--- src/logic/cells_map.svh ---
/*
  register offsets, field positions, reset values and timing counts of the
  safety logic cell block; assumes a 40 MHz aclk and an 8 ms processing cycle
*/
`ifndef CELLS_MAP_SVH
`define CELLS_MAP_SVH
// register byte offsets
`define OFS_CTRL 8'h00
`define OFS_AND_MASK 8'h04
`define OFS_OR_MASK 8'h08
`define OFS_ROUTE_CELL 8'h0c
`define OFS_ROUTE_OUT 8'h10
`define OFS_PICKUP 8'h14
`define OFS_DROPOUT 8'h18
`define OFS_TIMER_DELAY 8'h1c
`define OFS_STATUS 8'h20
// control fields
`define CTRL_RELAY_RED 0
`define CTRL_HILO_RED 1
`define CTRL_HILO_LOW 2
`define CTRL_FB_EN 3
`define CTRL_TMR_DROPOUT 4
`define CTRL_FB_CH_LO 5
`define CTRL_FB_CH_HI 6
// signal pool positions
`define POOL_CONST1 4
`define POOL_AND 5
`define POOL_OR 6
`define POOL_XOR 7
`define POOL_NOT 8
`define POOL_RS 9
`define POOL_TIMER 10
`define POOL_MON_OK 11
// reset values
`define RST_CTRL 7'h00
`define RST_MASK 12'h000
`define RST_ROUTE_CELL 24'h000000
`define RST_ROUTE_OUT 12'h000
`define RST_WINDOW 9'h001
`define RST_TIMER 22'h000001
// timing
`define CLK_PERIOD_NS 25
`define PROC_CYCLE_MS 8
`define WINDOW_MIN_MS 8
`define WINDOW_MAX_MS 3000
`define TIMER_MAX_MS 31999992
`define RESP_OKAY 2'b00
`define RESP_SLVERR 2'b10
`endif

--- src/logic/cells_pkg.sv ---
/*
  types shared by the safety logic cell modules; assumes cells_map.svh
  supplies every number
*/
package cells_pkg;
  typedef enum logic [2:0] {
    MON_OFF = 3'b000,
    MON_OPENING = 3'b001,
    MON_ON = 3'b010,
    MON_CLOSING = 3'b011,
    MON_FAULT = 3'b100
  } mon_state_t;
  typedef enum logic {
    TMR_PICKUP = 1'b0,
    TMR_DROPOUT = 1'b1
  } tmr_mode_t;
endpackage : cells_pkg

--- src/logic/delay_timer.sv ---
/*
  pickup or dropout delayed timer cell, advanced on the processing tick;
  assumes tick is a one-cycle pulse on aclk and delay is at least 1
*/
`timescale 1ns/1ps
`include "cells_map.svh"
module delay_timer (
  input wire logic aclk,
  input wire logic aresetn,
  input wire logic tick,
  input wire cells_pkg::tmr_mode_t mode,
  input wire logic [21:0] delay,
  input wire logic trig,
  output logic out
);
  typedef struct packed {
    logic trig_d;
    logic [21:0] cnt;
    logic out;
  } tmr_st_t;
  tmr_st_t st_ff;
  tmr_st_t nxt_st;
  assign out = st_ff.out;
  // one evaluation per processing tick
  always_comb
  begin
    nxt_st = st_ff;
    if (tick)
    begin
      nxt_st.trig_d = trig;
      if (!trig)
      begin
        nxt_st.out = 1'b0;
        nxt_st.cnt = 22'h000000;
      end
      else if (!st_ff.trig_d)
      begin
        nxt_st.cnt = (delay == 22'h000000) ? 22'h000001 : delay;
        nxt_st.out = (mode == cells_pkg::TMR_DROPOUT);
      end
      else if (st_ff.cnt == 22'h000001)
      begin
        nxt_st.cnt = 22'h000000;
        nxt_st.out = (mode == cells_pkg::TMR_PICKUP);
      end
      else if (st_ff.cnt != 22'h000000)
        nxt_st.cnt = st_ff.cnt - 22'h000001;
    end
  end
  always_ff @(posedge aclk)
  begin
    if (!aresetn)
      st_ff <= '0;
    else
      st_ff <= nxt_st;
  end
endmodule : delay_timer

--- src/logic/contact_monitor.sv ---
/*
  contact feedback monitor: checks the series feedback loop against the
  monitored output with pickup and dropout windows counted in ticks;
  assumes loop_closed is already synchronised to aclk
*/
`timescale 1ns/1ps
module contact_monitor (
  input wire logic aclk,
  input wire logic aresetn,
  input wire logic tick,
  input wire logic enable,
  input wire logic out_on,
  input wire logic loop_closed,
  input wire logic [8:0] pickup,
  input wire logic [8:0] dropout,
  output logic ok
);
  typedef struct packed {
    cells_pkg::mon_state_t state;
    logic [8:0] cnt;
    logic ok;
  } mon_st_t;
  mon_st_t st_ff;
  mon_st_t nxt_st;
  assign ok = st_ff.ok;
  // window sequencer, one step per tick; a fault holds until disabled
  always_comb
  begin
    nxt_st = st_ff;
    if (tick)
    begin
      if (!enable)
      begin
        nxt_st.state = cells_pkg::MON_OFF;
        nxt_st.cnt = 9'h000;
      end
      else
      begin
        unique case (st_ff.state)
          cells_pkg::MON_OFF:
            if (out_on)
            begin
              nxt_st.state = cells_pkg::MON_OPENING;
              nxt_st.cnt = pickup;
            end
            else if (!loop_closed)
              nxt_st.state = cells_pkg::MON_FAULT;
          cells_pkg::MON_OPENING:
            if (!out_on)
            begin
              nxt_st.state = cells_pkg::MON_CLOSING;
              nxt_st.cnt = dropout;
            end
            else if (!loop_closed)
              nxt_st.state = cells_pkg::MON_ON;
            else if (st_ff.cnt <= 9'h001)
              nxt_st.state = cells_pkg::MON_FAULT;
            else
              nxt_st.cnt = st_ff.cnt - 9'h001;
          cells_pkg::MON_ON:
            if (!out_on)
            begin
              nxt_st.state = cells_pkg::MON_CLOSING;
              nxt_st.cnt = dropout;
            end
            else if (loop_closed)
              nxt_st.state = cells_pkg::MON_FAULT;
          cells_pkg::MON_CLOSING:
            if (out_on)
            begin
              nxt_st.state = cells_pkg::MON_OPENING;
              nxt_st.cnt = pickup;
            end
            else if (loop_closed)
              nxt_st.state = cells_pkg::MON_OFF;
            else if (st_ff.cnt <= 9'h001)
              nxt_st.state = cells_pkg::MON_FAULT;
            else
              nxt_st.cnt = st_ff.cnt - 9'h001;
          cells_pkg::MON_FAULT:
            nxt_st.state = cells_pkg::MON_FAULT;
          default:
            nxt_st.state = cells_pkg::MON_FAULT;
        endcase
      end
      nxt_st.ok = (nxt_st.state != cells_pkg::MON_FAULT);
    end
  end
  always_ff @(posedge aclk)
  begin
    if (!aresetn)
      st_ff <= '{state: cells_pkg::MON_OFF, cnt: 9'h000, ok: 1'b1};
    else
      st_ff <= nxt_st;
  end
endmodule : contact_monitor

--- src/logic/safety_logic_cells.sv ---
/*
  safety logic cells with output elements and contact feedback monitor,
  configured over AXI4-Lite; assumes digital_in comes from pins and is
  asynchronous to aclk, and that aclk runs at 40 MHz
*/
// The placing of the registers and the AXI4-Lite slave port were chosen for this implementation.
`timescale 1ns/1ps
`include "cells_map.svh"
// How it works
// - each output element switches from one logic value of the network.
// - single relay mode: both relays follow their own drive signal.
// - redundant relay mode: both relays follow one signal together.
// - high-low output acts as high or low side singly, both when redundant.
// - monitor expects the loop closed while output off, open while on.
// - monitor runs only when enabled and reads a selected digital input.
// - pickup window programmable from 8 ms to 3000 ms.
// - dropout window programmable from 8 ms to 3000 ms.
// - conjunction of up to five connected inputs; the mask here admits any of the twelve pool signals.
// - disjunction of up to five connected inputs; the mask here admits any of the twelve pool signals.
// - exclusive-or of exactly two inputs.
// - inverter outputs the complement of its input every cycle.
// - storage cell holds zero after initialisation.
// - rising set makes the storage cell one until reset rises.
// - set and reset both high give zero.
// - timer delay 8 ms to 31999992 ms, started on an input edge.
// - timer delays are whole 8 ms cycles, counted once per cycle.
// - pickup timer rises after the delay, drops at once on input fall.
// - dropout timer rises at once, drops at expiry or input fall.
// - constant cell drives one permanently.
// - monitor result cell is one while feedback checking is fault-free.
module safety_logic_cells #(
  parameter int TICK_CYCLES = (`PROC_CYCLE_MS * 1000000) / `CLK_PERIOD_NS
) (
  input wire logic aclk,
  input wire logic aresetn,
  input wire logic [7:0] s_axi_awaddr,
  input wire logic s_axi_awvalid,
  output logic s_axi_awready,
  input wire logic [31:0] s_axi_wdata,
  input wire logic [3:0] s_axi_wstrb,
  input wire logic s_axi_wvalid,
  output logic s_axi_wready,
  output logic [1:0] s_axi_bresp,
  output logic s_axi_bvalid,
  input wire logic s_axi_bready,
  input wire logic [7:0] s_axi_araddr,
  input wire logic s_axi_arvalid,
  output logic s_axi_arready,
  output logic [31:0] s_axi_rdata,
  output logic [1:0] s_axi_rresp,
  output logic s_axi_rvalid,
  input wire logic s_axi_rready,
  input wire logic [3:0] digital_in,
  output logic first_relay,
  output logic second_relay,
  output logic high_side_switch,
  output logic low_side_switch,
  output logic monitor_fault
);
  localparam int DIV_W = $clog2(TICK_CYCLES + 1);
  localparam int WIN_MIN = `WINDOW_MIN_MS / `PROC_CYCLE_MS;
  localparam int WIN_MAX = `WINDOW_MAX_MS / `PROC_CYCLE_MS;
  localparam int TMR_MAX = `TIMER_MAX_MS / `PROC_CYCLE_MS;
  typedef struct packed {
    logic [3:0] din_m;
    logic [3:0] din_s;
    logic [DIV_W-1:0] div;
    logic tick;
    logic [6:0] ctrl;
    logic [11:0] and_mask;
    logic [11:0] or_mask;
    logic [23:0] route_cell;
    logic [11:0] route_out;
    logic [8:0] pickup;
    logic [8:0] dropout;
    logic [21:0] tdelay;
    logic and_q;
    logic or_q;
    logic xor_q;
    logic not_q;
    logic rs_q;
    logic set_d;
    logic rst_d;
    logic r1;
    logic r2;
    logic hs;
    logic ls;
    logic fault;
    logic aw_got;
    logic [7:0] aw_addr;
    logic w_got;
    logic [31:0] wdata;
    logic [3:0] wstrb;
    logic awrdy;
    logic wrdy;
    logic bvalid;
    logic [1:0] bresp;
    logic arrdy;
    logic rvalid;
    logic [31:0] rdata;
    logic [1:0] rresp;
  } top_st_t;
  top_st_t st_ff;
  top_st_t nxt_st;
  logic [11:0] pool;
  logic timer_q;
  logic mon_ok;

  // merge a write word into a register under the byte strobes
  function automatic logic [31:0] merge(input logic [31:0] old, input logic [31:0] wd, input logic [3:0] strb);
    logic [31:0] res;
    res = old;
    for (int i = 0; i < 4; i++)
      if (strb[i])
        res[8*i +: 8] = wd[8*i +: 8];
    return res;
  endfunction : merge

  // keep a programmed count inside its legal range
  function automatic logic [21:0] clamp(input logic [31:0] v, input int lo, input int hi);
    logic [21:0] res;
    if (v < 32'(lo))
      res = 22'(lo);
    else if (v > 32'(hi))
      res = 22'(hi);
    else
      res = v[21:0];
    return res;
  endfunction : clamp

  // signal pool read by every cell; registered values break loops
  always_comb
  begin
    pool = {mon_ok, timer_q, st_ff.rs_q, st_ff.not_q, st_ff.xor_q, st_ff.or_q, st_ff.and_q,
      1'b1, st_ff.din_s};
  end

  delay_timer u_timer (
    .aclk(aclk),
    .aresetn(aresetn),
    .tick(st_ff.tick),
    .mode(cells_pkg::tmr_mode_t'(st_ff.ctrl[`CTRL_TMR_DROPOUT])),
    .delay(st_ff.tdelay),
    .trig(pool[st_ff.route_cell[23:20]]),
    .out(timer_q)
  );

  contact_monitor u_monitor (
    .aclk(aclk),
    .aresetn(aresetn),
    .tick(st_ff.tick),
    .enable(st_ff.ctrl[`CTRL_FB_EN]),
    .out_on(st_ff.hs | st_ff.ls),
    .loop_closed(st_ff.din_s[st_ff.ctrl[`CTRL_FB_CH_HI:`CTRL_FB_CH_LO]]),
    .pickup(st_ff.pickup),
    .dropout(st_ff.dropout),
    .ok(mon_ok)
  );

  always_comb
  begin
    logic [31:0] wd;
    logic [7:0] wa;
    logic wr_ok;
    logic drv;
    wd = 32'h00000000;
    wa = 8'h00;
    wr_ok = 1'b0;
    drv = 1'b0;
    nxt_st = st_ff;
    // pins pass two flops; the tick divider paces the whole network
    nxt_st.din_m = digital_in;
    nxt_st.din_s = st_ff.din_m;
    nxt_st.tick = (st_ff.div == DIV_W'(TICK_CYCLES - 1));
    nxt_st.div = nxt_st.tick ? '0 : st_ff.div + DIV_W'(1);
    // network evaluated once per processing cycle
    if (st_ff.tick)
    begin
      nxt_st.and_q = &(pool | ~st_ff.and_mask);
      nxt_st.or_q = |(pool & st_ff.or_mask);
      nxt_st.xor_q = pool[st_ff.route_cell[3:0]] ^ pool[st_ff.route_cell[7:4]];
      nxt_st.not_q = ~pool[st_ff.route_cell[11:8]];
      nxt_st.set_d = pool[st_ff.route_cell[15:12]];
      nxt_st.rst_d = pool[st_ff.route_cell[19:16]];
      if (nxt_st.set_d && nxt_st.rst_d)
        nxt_st.rs_q = 1'b0;
      else if (nxt_st.rst_d && !st_ff.rst_d)
        nxt_st.rs_q = 1'b0;
      else if (nxt_st.set_d && !st_ff.set_d)
        nxt_st.rs_q = 1'b1;
      // output elements
      nxt_st.r1 = pool[st_ff.route_out[3:0]];
      nxt_st.r2 = st_ff.ctrl[`CTRL_RELAY_RED] ? pool[st_ff.route_out[3:0]] : pool[st_ff.route_out[7:4]];
      drv = pool[st_ff.route_out[11:8]];
      nxt_st.hs = drv & (st_ff.ctrl[`CTRL_HILO_RED] | ~st_ff.ctrl[`CTRL_HILO_LOW]);
      nxt_st.ls = drv & (st_ff.ctrl[`CTRL_HILO_RED] | st_ff.ctrl[`CTRL_HILO_LOW]);
    end
    nxt_st.fault = ~mon_ok;
    // write side: address and data taken in either order
    if (s_axi_awvalid && st_ff.awrdy)
    begin
      nxt_st.aw_got = 1'b1;
      nxt_st.aw_addr = s_axi_awaddr;
    end
    if (s_axi_wvalid && st_ff.wrdy)
    begin
      nxt_st.w_got = 1'b1;
      nxt_st.wdata = s_axi_wdata;
      nxt_st.wstrb = s_axi_wstrb;
    end
    if (st_ff.bvalid && s_axi_bready)
      nxt_st.bvalid = 1'b0;
    if (st_ff.aw_got && st_ff.w_got && !st_ff.bvalid)
    begin
      wa = {st_ff.aw_addr[7:2], 2'b00};
      wr_ok = 1'b1;
      nxt_st.aw_got = 1'b0;
      nxt_st.w_got = 1'b0;
      nxt_st.bvalid = 1'b1;
      unique case (wa)
        `OFS_CTRL:
          nxt_st.ctrl = 7'(merge(32'(st_ff.ctrl), st_ff.wdata, st_ff.wstrb));
        `OFS_AND_MASK:
          nxt_st.and_mask = 12'(merge(32'(st_ff.and_mask), st_ff.wdata, st_ff.wstrb));
        `OFS_OR_MASK:
          nxt_st.or_mask = 12'(merge(32'(st_ff.or_mask), st_ff.wdata, st_ff.wstrb));
        `OFS_ROUTE_CELL:
          nxt_st.route_cell = 24'(merge(32'(st_ff.route_cell), st_ff.wdata, st_ff.wstrb));
        `OFS_ROUTE_OUT:
          nxt_st.route_out = 12'(merge(32'(st_ff.route_out), st_ff.wdata, st_ff.wstrb));
        `OFS_PICKUP:
        begin
          wd = merge(32'(st_ff.pickup), st_ff.wdata, st_ff.wstrb);
          nxt_st.pickup = 9'(clamp(wd, WIN_MIN, WIN_MAX));
        end
        `OFS_DROPOUT:
        begin
          wd = merge(32'(st_ff.dropout), st_ff.wdata, st_ff.wstrb);
          nxt_st.dropout = 9'(clamp(wd, WIN_MIN, WIN_MAX));
        end
        `OFS_TIMER_DELAY:
        begin
          wd = merge(32'(st_ff.tdelay), st_ff.wdata, st_ff.wstrb);
          nxt_st.tdelay = clamp(wd, 1, TMR_MAX);
        end
        default:
          wr_ok = 1'b0;
      endcase
      nxt_st.bresp = wr_ok ? `RESP_OKAY : `RESP_SLVERR;
    end
    nxt_st.awrdy = !nxt_st.aw_got && !(s_axi_awvalid && st_ff.awrdy);
    nxt_st.wrdy = !nxt_st.w_got && !(s_axi_wvalid && st_ff.wrdy);
    // read side: one cycle to the data beat
    if (st_ff.rvalid && s_axi_rready)
      nxt_st.rvalid = 1'b0;
    if (s_axi_arvalid && st_ff.arrdy)
    begin
      nxt_st.rvalid = 1'b1;
      nxt_st.rresp = `RESP_OKAY;
      unique case ({s_axi_araddr[7:2], 2'b00})
        `OFS_CTRL: nxt_st.rdata = 32'(st_ff.ctrl);
        `OFS_AND_MASK: nxt_st.rdata = 32'(st_ff.and_mask);
        `OFS_OR_MASK: nxt_st.rdata = 32'(st_ff.or_mask);
        `OFS_ROUTE_CELL: nxt_st.rdata = 32'(st_ff.route_cell);
        `OFS_ROUTE_OUT: nxt_st.rdata = 32'(st_ff.route_out);
        `OFS_PICKUP: nxt_st.rdata = 32'(st_ff.pickup);
        `OFS_DROPOUT: nxt_st.rdata = 32'(st_ff.dropout);
        `OFS_TIMER_DELAY: nxt_st.rdata = 32'(st_ff.tdelay);
        `OFS_STATUS: nxt_st.rdata = {15'h0000, st_ff.fault, st_ff.ls, st_ff.hs, st_ff.r2, st_ff.r1, pool};
        default:
        begin
          nxt_st.rdata = 32'h00000000;
          nxt_st.rresp = `RESP_SLVERR;
        end
      endcase
    end
    nxt_st.arrdy = !nxt_st.rvalid;
  end

  // all state in one register; window and timer reset to the shortest delay
  always_ff @(posedge aclk)
  begin
    if (!aresetn)
    begin
      st_ff <= '0;
      st_ff.ctrl <= `RST_CTRL;
      st_ff.and_mask <= `RST_MASK;
      st_ff.or_mask <= `RST_MASK;
      st_ff.route_cell <= `RST_ROUTE_CELL;
      st_ff.route_out <= `RST_ROUTE_OUT;
      st_ff.pickup <= `RST_WINDOW;
      st_ff.dropout <= `RST_WINDOW;
      st_ff.tdelay <= `RST_TIMER;
      st_ff.rs_q <= 1'b0;
    end
    else
      st_ff <= nxt_st;
  end

  assign s_axi_awready = st_ff.awrdy;
  assign s_axi_wready = st_ff.wrdy;
  assign s_axi_bvalid = st_ff.bvalid;
  assign s_axi_bresp = st_ff.bresp;
  assign s_axi_arready = st_ff.arrdy;
  assign s_axi_rvalid = st_ff.rvalid;
  assign s_axi_rdata = st_ff.rdata;
  assign s_axi_rresp = st_ff.rresp;
  assign first_relay = st_ff.r1;
  assign second_relay = st_ff.r2;
  assign high_side_switch = st_ff.hs;
  assign low_side_switch = st_ff.ls;
  assign monitor_fault = st_ff.fault;
endmodule : safety_logic_cells

--- config.mk ---
export PLATFORM = sky130hd
export DESIGN_NAME = safety_logic_cells
export DESIGN_NICKNAME = d
export VERILOG_FILES = /design/src/logic/cells_pkg.sv /design/src/logic/delay_timer.sv /design/src/logic/contact_monitor.sv /design/src/logic/safety_logic_cells.sv
export VERILOG_INCLUDE_DIRS = /design/src /design/src/logic
export SDC_FILE = /design/constraint.sdc
export NUM_CORES = 1
export LEC_CHECK = 0
export BUFFER_PORTS_ARGS = -buffer_cell sky130_fd_sc_hd__buf_2
export CAP_MARGIN = 20
export CORE_ASPECT_RATIO = 0.6
export CORE_MARGIN = 2
export CORE_UTILIZATION = 35
export DETAILED_ROUTE_END_ITERATION = 10
export HOLD_SLACK_MARGIN = 0.12
export SLEW_MARGIN = 25
export SYNTH_ARGS = -nofsm -noshare
export SYNTH_HDL_FRONTEND = slang
export SYNTH_HIERARCHICAL = 1
export SYNTH_SLANG_ARGS = --single-unit
--- constraint.sdc ---
create_clock -name aclk -period 2.8 [get_ports aclk]
set_input_delay 0.14 -clock aclk [delete_from_list [all_inputs] [get_ports aclk]]
set_output_delay 0.14 -clock aclk [all_outputs]
set_load 0.03 [all_outputs]
==> flow_summary.ini, run 1 <==
[run_status]
status = finished clean

[global_route]
antenna_found_initial = 0
grt_pass1_vias = 12506
grt_max_degree = 68
grt_usage_pct = 23.9
grt_pass1_wl_um = 74900
overflow = 0

[floorplan]
core_mm2 = 0.0388
die_area_mm2 = 0.0408
initial_core_util_pct = 35.3
die_width_um = 259
die_h_um = 157
fp-row-count = 56
num_io_pins = 109

[logic_synthesis]
synth.most_common_cell = dfxtp_1
yosysSeqAreaShare_pct = 37.9
synth_top_area_share_pct = 37.9
synth_warnings = 6
synth-seq-cells = 259
synth_edf_count = 0
synthFlopType = dfxtp_1
syn-cell-area_mm2 = 0.0137
synth_cells = 1623
yosys-top-cells-area = dfxtp_1 (38%), mux2i_1 (6.2%), a21oi_1 (5.0%)
synth_cell_types = 88
yosys.area.top_type = dfxtp_1
synthArstFlopShare_pct = 0
synthTopCellsByCount = dfxtp_1 (259), nand2_1 (178), nor2_1 (148)
syn_avg_cell_area_um2 = 8.44

[timing]
finalCriticalPeriod_ps = 2680
skew_ps = 20.9
slew_headroom_pct = 35.5
hold_viol = 0
setup_slack_ps = 123
worst_pin_slew_ps = 965
setup_viol = 0
tns_ps = 0
fin_hold_ws_ps = 145
rsz0062_at_grt = false
timing.fmax_mhz = 374
period_share_pct = 95.6
slew_viol_final = 0

[finish]
layout.nets = 1827
layout.cells.non_filler = 2301
final_cell_area_mm2 = 0.0164
final_layout_size_suffix_gt1_share_pct = 16.1
utilization_pct = 42.3
synthToLayoutAreaGrowth_pct = 19.8

[critical_path]
critPathArrivalTime_ps = 3150
crit_path_end_kind = flip-flop
critPathLaunchType = flip-flop
crit_fanout = 10
r2r.worst_path.cells = 8
cp.required_ps = 3270
crit_type = reg2reg

[worst_hold_path]
hp-class = in2reg
whs_path_depth = 5

[drt]
wl_um = 49700
vias = 13468
antenna_left = 0
drt_iter0_drc = 1601
dr.pass1.iters = 7
avgRoutedWirePerCell_um = 21.6
remaining_drc_errors = 0
vias_per_cell = 5.85

[placed_design]
post-place-ws_ps = 189
io_buffer_count = 94
gp_congestion = 0.997
placed_cell_area_mm2 = 0.0148
placed_cells = 2190
dpl.hpwl_um = 36200

[run]
maxCapViolations = 0

[cts]
cts.sinks = 259
clk_pin_slew_ps = 70
cts_max_path_buffers = 3
cts_tree = built
postCtsSetupBuffers = 0
cts_hold_buf = 62
clock_insertion_delay_worst_skew_ps = 570
cts-root-buf = clkbuf_16
h-tree-depth = 1
cts_made_buffers = 27
cts_resized = 0

[power]
p_per_area_mw_per_mm2 = 509
switchingPower_mw = 2.02
power_frac_comb_pct = 6.8
p_clk_share_pct = 47.7
p_leak_nw = 6.10
vdd_ir_drop_max_uv = 419
seqPwrFrac_pct = 45.6
finalPower_mw = 8.36
intPower_mw = 6.34
switching_share_pct = 24.2
==> area by class of cell <==
class / instances / area [um2]
Fill cell: 3841 / 22400
Multi-Input combinational cell: 1182 / 7660
Sequential cell: 259 / 5180
Timing Repair Buffer: 245 / 1770
Clock buffer: 35 / 766
Tap cell: 522 / 653
Clock inverter: 12 / 204
Inverter: 44 / 168
Antenna cell: 2 / 5.00
==> cells by family after synthesis <==
| kind of cell | count (synthesis) | synth area share (%) |
|---|---|---|
| muxes | 115 | 10.5 |
| other | 1 | 0.0274 |
| buffers and inverters | 191 | 6.53 |
| adders and majority gates | 5 | 0.457 |
| and+or+nand+nor | 576 | 20.5 |
| xor gates and xnor gates | 21 | 1.34 |
| DFF | 259 | 37.9 |
| AOI/OAI and AO/OA | 455 | 22.8 |
==> final timing paths <==
kind	slack, ps	to	start
max reg2reg	120	u_timer/st_ff[8]	st_ff[172]
max	120	u_timer/st_ff[8]	st_ff[172]
min	140	st_ff[71]	s_axi_wvalid
min reg2reg	450	st_ff[74]	st_ff[74]
==> power by group through the flow <==
stage | clock network [mW] | registers, mW | logic [mW]
after floorplan | 0 | 3.85 | 0.328
after global routing | 4.20 | 3.81 | 0.613
after global placement | 0 | 3.88 | 0.483
after detailed placement | 0 | 3.89 | 0.488
final | 3.98 | 3.81 | 0.566
after CTS | 4.05 | 3.80 | 0.553
==> layer usage <==
| metal | up-vias | global-route usage (%) | share of wire (%) |
|---|---|---|---|
| li1 | 6196 | - | - |
| met1 | 6450 | 36.0 | 47 |
| met2 | 750 | 31.7 | 38 |
| met3 | 70 | 8.82 | 14 |
| met4 | 2 | 4.21 | 1.6 |
| met5 | - | 1.33 | 0.099 |
==> cell usage in the layout (no fill, tap or decap), drive strengths merged, types with 13 or more instances in the layout <==
cell type,count
nor2b,16
mux4,22
xor2,13
a21oi,137
buf,183
and2,22
o2bb2ai,17
nor2,152
dfxtp,259
o21ai,92
a22oi,27
nand2,179
and3,17
nor3,31
clkbuf,35
nor3b,14
a32o,24
mux2i,85
nor4,27
a22o,24
inv,46
nand3,50
a222oi,15
dlygate4sd3,62
==> critical path: stages (launching register included) <==
cell     delay, ps
dfxtp_1        470
mux4_2         540
mux2i_1        140
o21ai_0        150
and2_1         210
buf_4          150
a21bo_1        440
o21ai_0        180
a32o_1         290
==> sequential cells by signal, indices dropped and copies added, names as in the netlist, 4 cells and up <==
signal / count
st_ff: 173
u_monitor/st_ff: 12
nxt_st: 4
s_axi_rdata: 24
u_timer/st_ff: 23
pool: 9
(Power assumes the default switching activity.)
==> run 2, diff against run 1 <==
SYNTH_HIERARCHICAL = default   (was 1)
==> run 2 against run 1 <==
Against the previous run:
- the run now ends with setup timing left
- via count up 0.60%
- global-route usage up 0.23 points
- die area down 1.4%
- synthesized cell count up 0.80%
- cell count up 0.91%
- hold slack better by 32 ps
- sequential power about the same
- setup slack worse by 130 ps
- non-clock buffer count up 8
- first-iteration DRC count up 14%
- critical endpoint is now st_ff[130]
- largest cell class unchanged
- largest power group unchanged
==> flow_summary.ini, run 2 <==
[floorplan]
die_area_mm2 = 0.0402
die_width_um = 258
fp-row-count = 55
core_mm2 = 0.0378
num_io_pins = 109
initial_core_util_pct = 35.7
die_h_um = 156

[logic_synthesis]
yosys.area.top_type = dfxtp_1
synth.most_common_cell = dfxtp_1
syn-cell-area_mm2 = 0.0135
synth_cell_types = 91
yosys-top-cells-area = dfxtp_1 (38%), mux2i_1 (6.4%), nand2_1 (5.7%)
synth_warnings = 0
synth_top_area_share_pct = 38.4
synthArstFlopShare_pct = 0
synth_edf_count = 0
yosysSeqAreaShare_pct = 38.4
synth-seq-cells = 259
synth_cells = 1636
syn_avg_cell_area_um2 = 8.25
synthFlopType = dfxtp_1
synthTopCellsByCount = dfxtp_1 (259), nand2_1 (204), nor2_1 (176)

[critical_path]
crit_type = reg2reg
critPathSlowestCell = nor4_1
r2r_start = st_ff[57]
crit_start = st_ff[57]
crit_fanout = 8
cp.required_ps = 3260
max_stage_delay_ps = 640
r2r_end = st_ff[130]
r2r.worst_path.cells = 6
critPathArrivalTime_ps = 3260
crit_chain = nor4_1 -> buf_4 -> a41o_1 -> nand4_1 -> o21bai_1 -> o32a_1
crit_buf_inv = 1
path_delay_family = compound AO/OA/AOI/OAI gates
reg2reg_setup_slack_ps = -3
cp.depth = 6
crit_end = st_ff[130]
critPathLaunchType = flip-flop
crit_path_end_kind = flip-flop

[drt]
vias_per_cell = 5.84
wl_met2_um = 19400
met1_length_um = 23100
avgRoutedWirePerCell_um = 21.4
antenna_left = 0
wl_met3_um = 6090
wl_um = 49800
drt_iter0_drc = 1827
top_layer = met4
dr.pass1.iters = 8
remaining_drc_errors = 0
vias = 13549

[finish]
final_cell_mix = dfxtp_1 (259), nand2_1 (204), nor2_1 (176)
top_register = st_ff
final_layout_size_suffix_gt1_share_pct = 16.4
layout.nets = 1855
final_common_cell = dfxtp_1
synthToLayoutAreaGrowth_pct = 21.4
largest_reg_flops = 173

[global_route]
overflow = 0
grt_pass1_vias = 12391
grt_pass1_wl_um = 75100
grt_usage_pct = 24.1
grt_max_degree = 112
antenna_found_initial = 1

[power]
p_per_area_mw_per_mm2 = 529
vdd_ir_drop_max_uv = 377
p_leak_nw = 6.04
finalPower_mw = 8.66

[timing]
timing.fmax_mhz = 357
setup_slack_ps = -2.70
slew_headroom_pct = 39.2
worst_pin_slew_ps = 909
slew_viol_final = 0
finalCriticalPeriod_ps = 2800
period_share_pct = 100
tns_ps = -2.70
setup_viol = 1
rsz0062_at_grt = false
skew_ps = 12.0
hold_viol = 0

[cts]
cts.sinks = 259
cts_hold_buf = 63
cts_tree = built
clk_pin_slew_ps = 70
h-tree-depth = 1
clock_insertion_delay_worst_skew_ps = 570
cts_resized = 0
postCtsSetupBuffers = 0
cts_max_path_buffers = 3
cts_made_buffers = 27
cts-root-buf = clkbuf_16

[run]
maxCapViolations = 0

[placed_design]
gp_congestion = 0.984
io_buffer_count = 94
post-place-ws_ps = 152
dpl.hpwl_um = 36300

[run_status]
violations = setup timing
status = complete, but fails checks

[worst_hold_path]
hp-class = in2reg
[run 2: changes by cell type in the layout (fill, tap and decap cells not counted), sizes merged, moves of 10 or more]
cell / before / now
o21ai: 92 / 60
nand2: 179 / 205
nor2: 152 / 177
a32o: 24 / 2
a22o: 24 / 5
nand3: 50 / 65
o2bb2ai: 17 / 6
and2: 22 / 12
and3: 17 / 7
[run 2: how the worst min path moves through the flow]
stage | endpoint | from | slack [ps] | cells after the start
2_1_floorplan | nxt_st[226] | digital_in[0] | 270 | 1
3_3_place_gp | nxt_st[226] | digital_in[0] | 360 | 2
3_5_place_dp | nxt_st[228] | digital_in[2] | 360 | 2
4_1_cts | st_ff[76] | s_axi_wvalid | 160 | 5
5_1_grt | st_ff[67] | s_axi_wvalid | 210 | 5
6_report | st_ff[75] | s_axi_wvalid | 180 | 5
[run 2: logic make-up (layout without fill, tap and decap cells)]
kind of cell | count (synthesis) | count (layout) | synth area share, %
other cells | 1 | 11 | 0.0278
flops | 259 | 259 | 38.4
xor+xnor | 28 | 28 | 1.82
simple gates | 625 | 625 | 21.8
fa+ha+maj | 5 | 5 | 0.463
mux | 109 | 109 | 9.88
compound gates | 418 | 418 | 21.0
buf+inv | 191 | 354 | 6.59
[run 2: tightest hold or removal path, stage by stage]
cell     delay [ps]
buf_2            90
nand2_1          50
buf_4           250
nand2_1         110
a21oi_1          50
[run 2: area by class of cell]
| class | instances | area (um2) |
|---|---|---|
| flip-flops and latches | 259 | 5180 |
| diodes | 1 | 2.50 |
| clock buffers | 32 | 734 |
| repair buffers | 253 | 1860 |
| inverters | 51 | 196 |
| fillers | 3791 | 21500 |
| multi-input cells | 1195 | 7470 |
| well taps | 513 | 642 |
| clock inverters | 18 | 305 |
[run 2: stage by stage]
step / cell area, um2 / std cells / hold WS [ps] / utilization [%]
floorplan: 13500 / 1645 / 267 / -
global placement: 14700 / 2208 / 356 / 38.9
detailed placement: 14700 / 2208 / 363 / 38.9
CTS: 16400 / 2321 / 163 / 43.3
global route: 16400 / 2322 / 213 / 43.3
finish: 16400 / 2322 / 177 / 43.3
[run 2: power by group]
group | switching [mW] | internal, mW
registers | 0.0547 | 3.73
clock network | 1.64 | 2.61
logic | 0.390 | 0.232
[run 2: metal layers]
layer | vias up | global-route usage (%)
li1 | 6232 | -
met2 | 732 | 33.0
met1 | 6499 | 36.2
met3 | 86 | 7.36
met4 | 0 | 5.45
met5 | - | 0
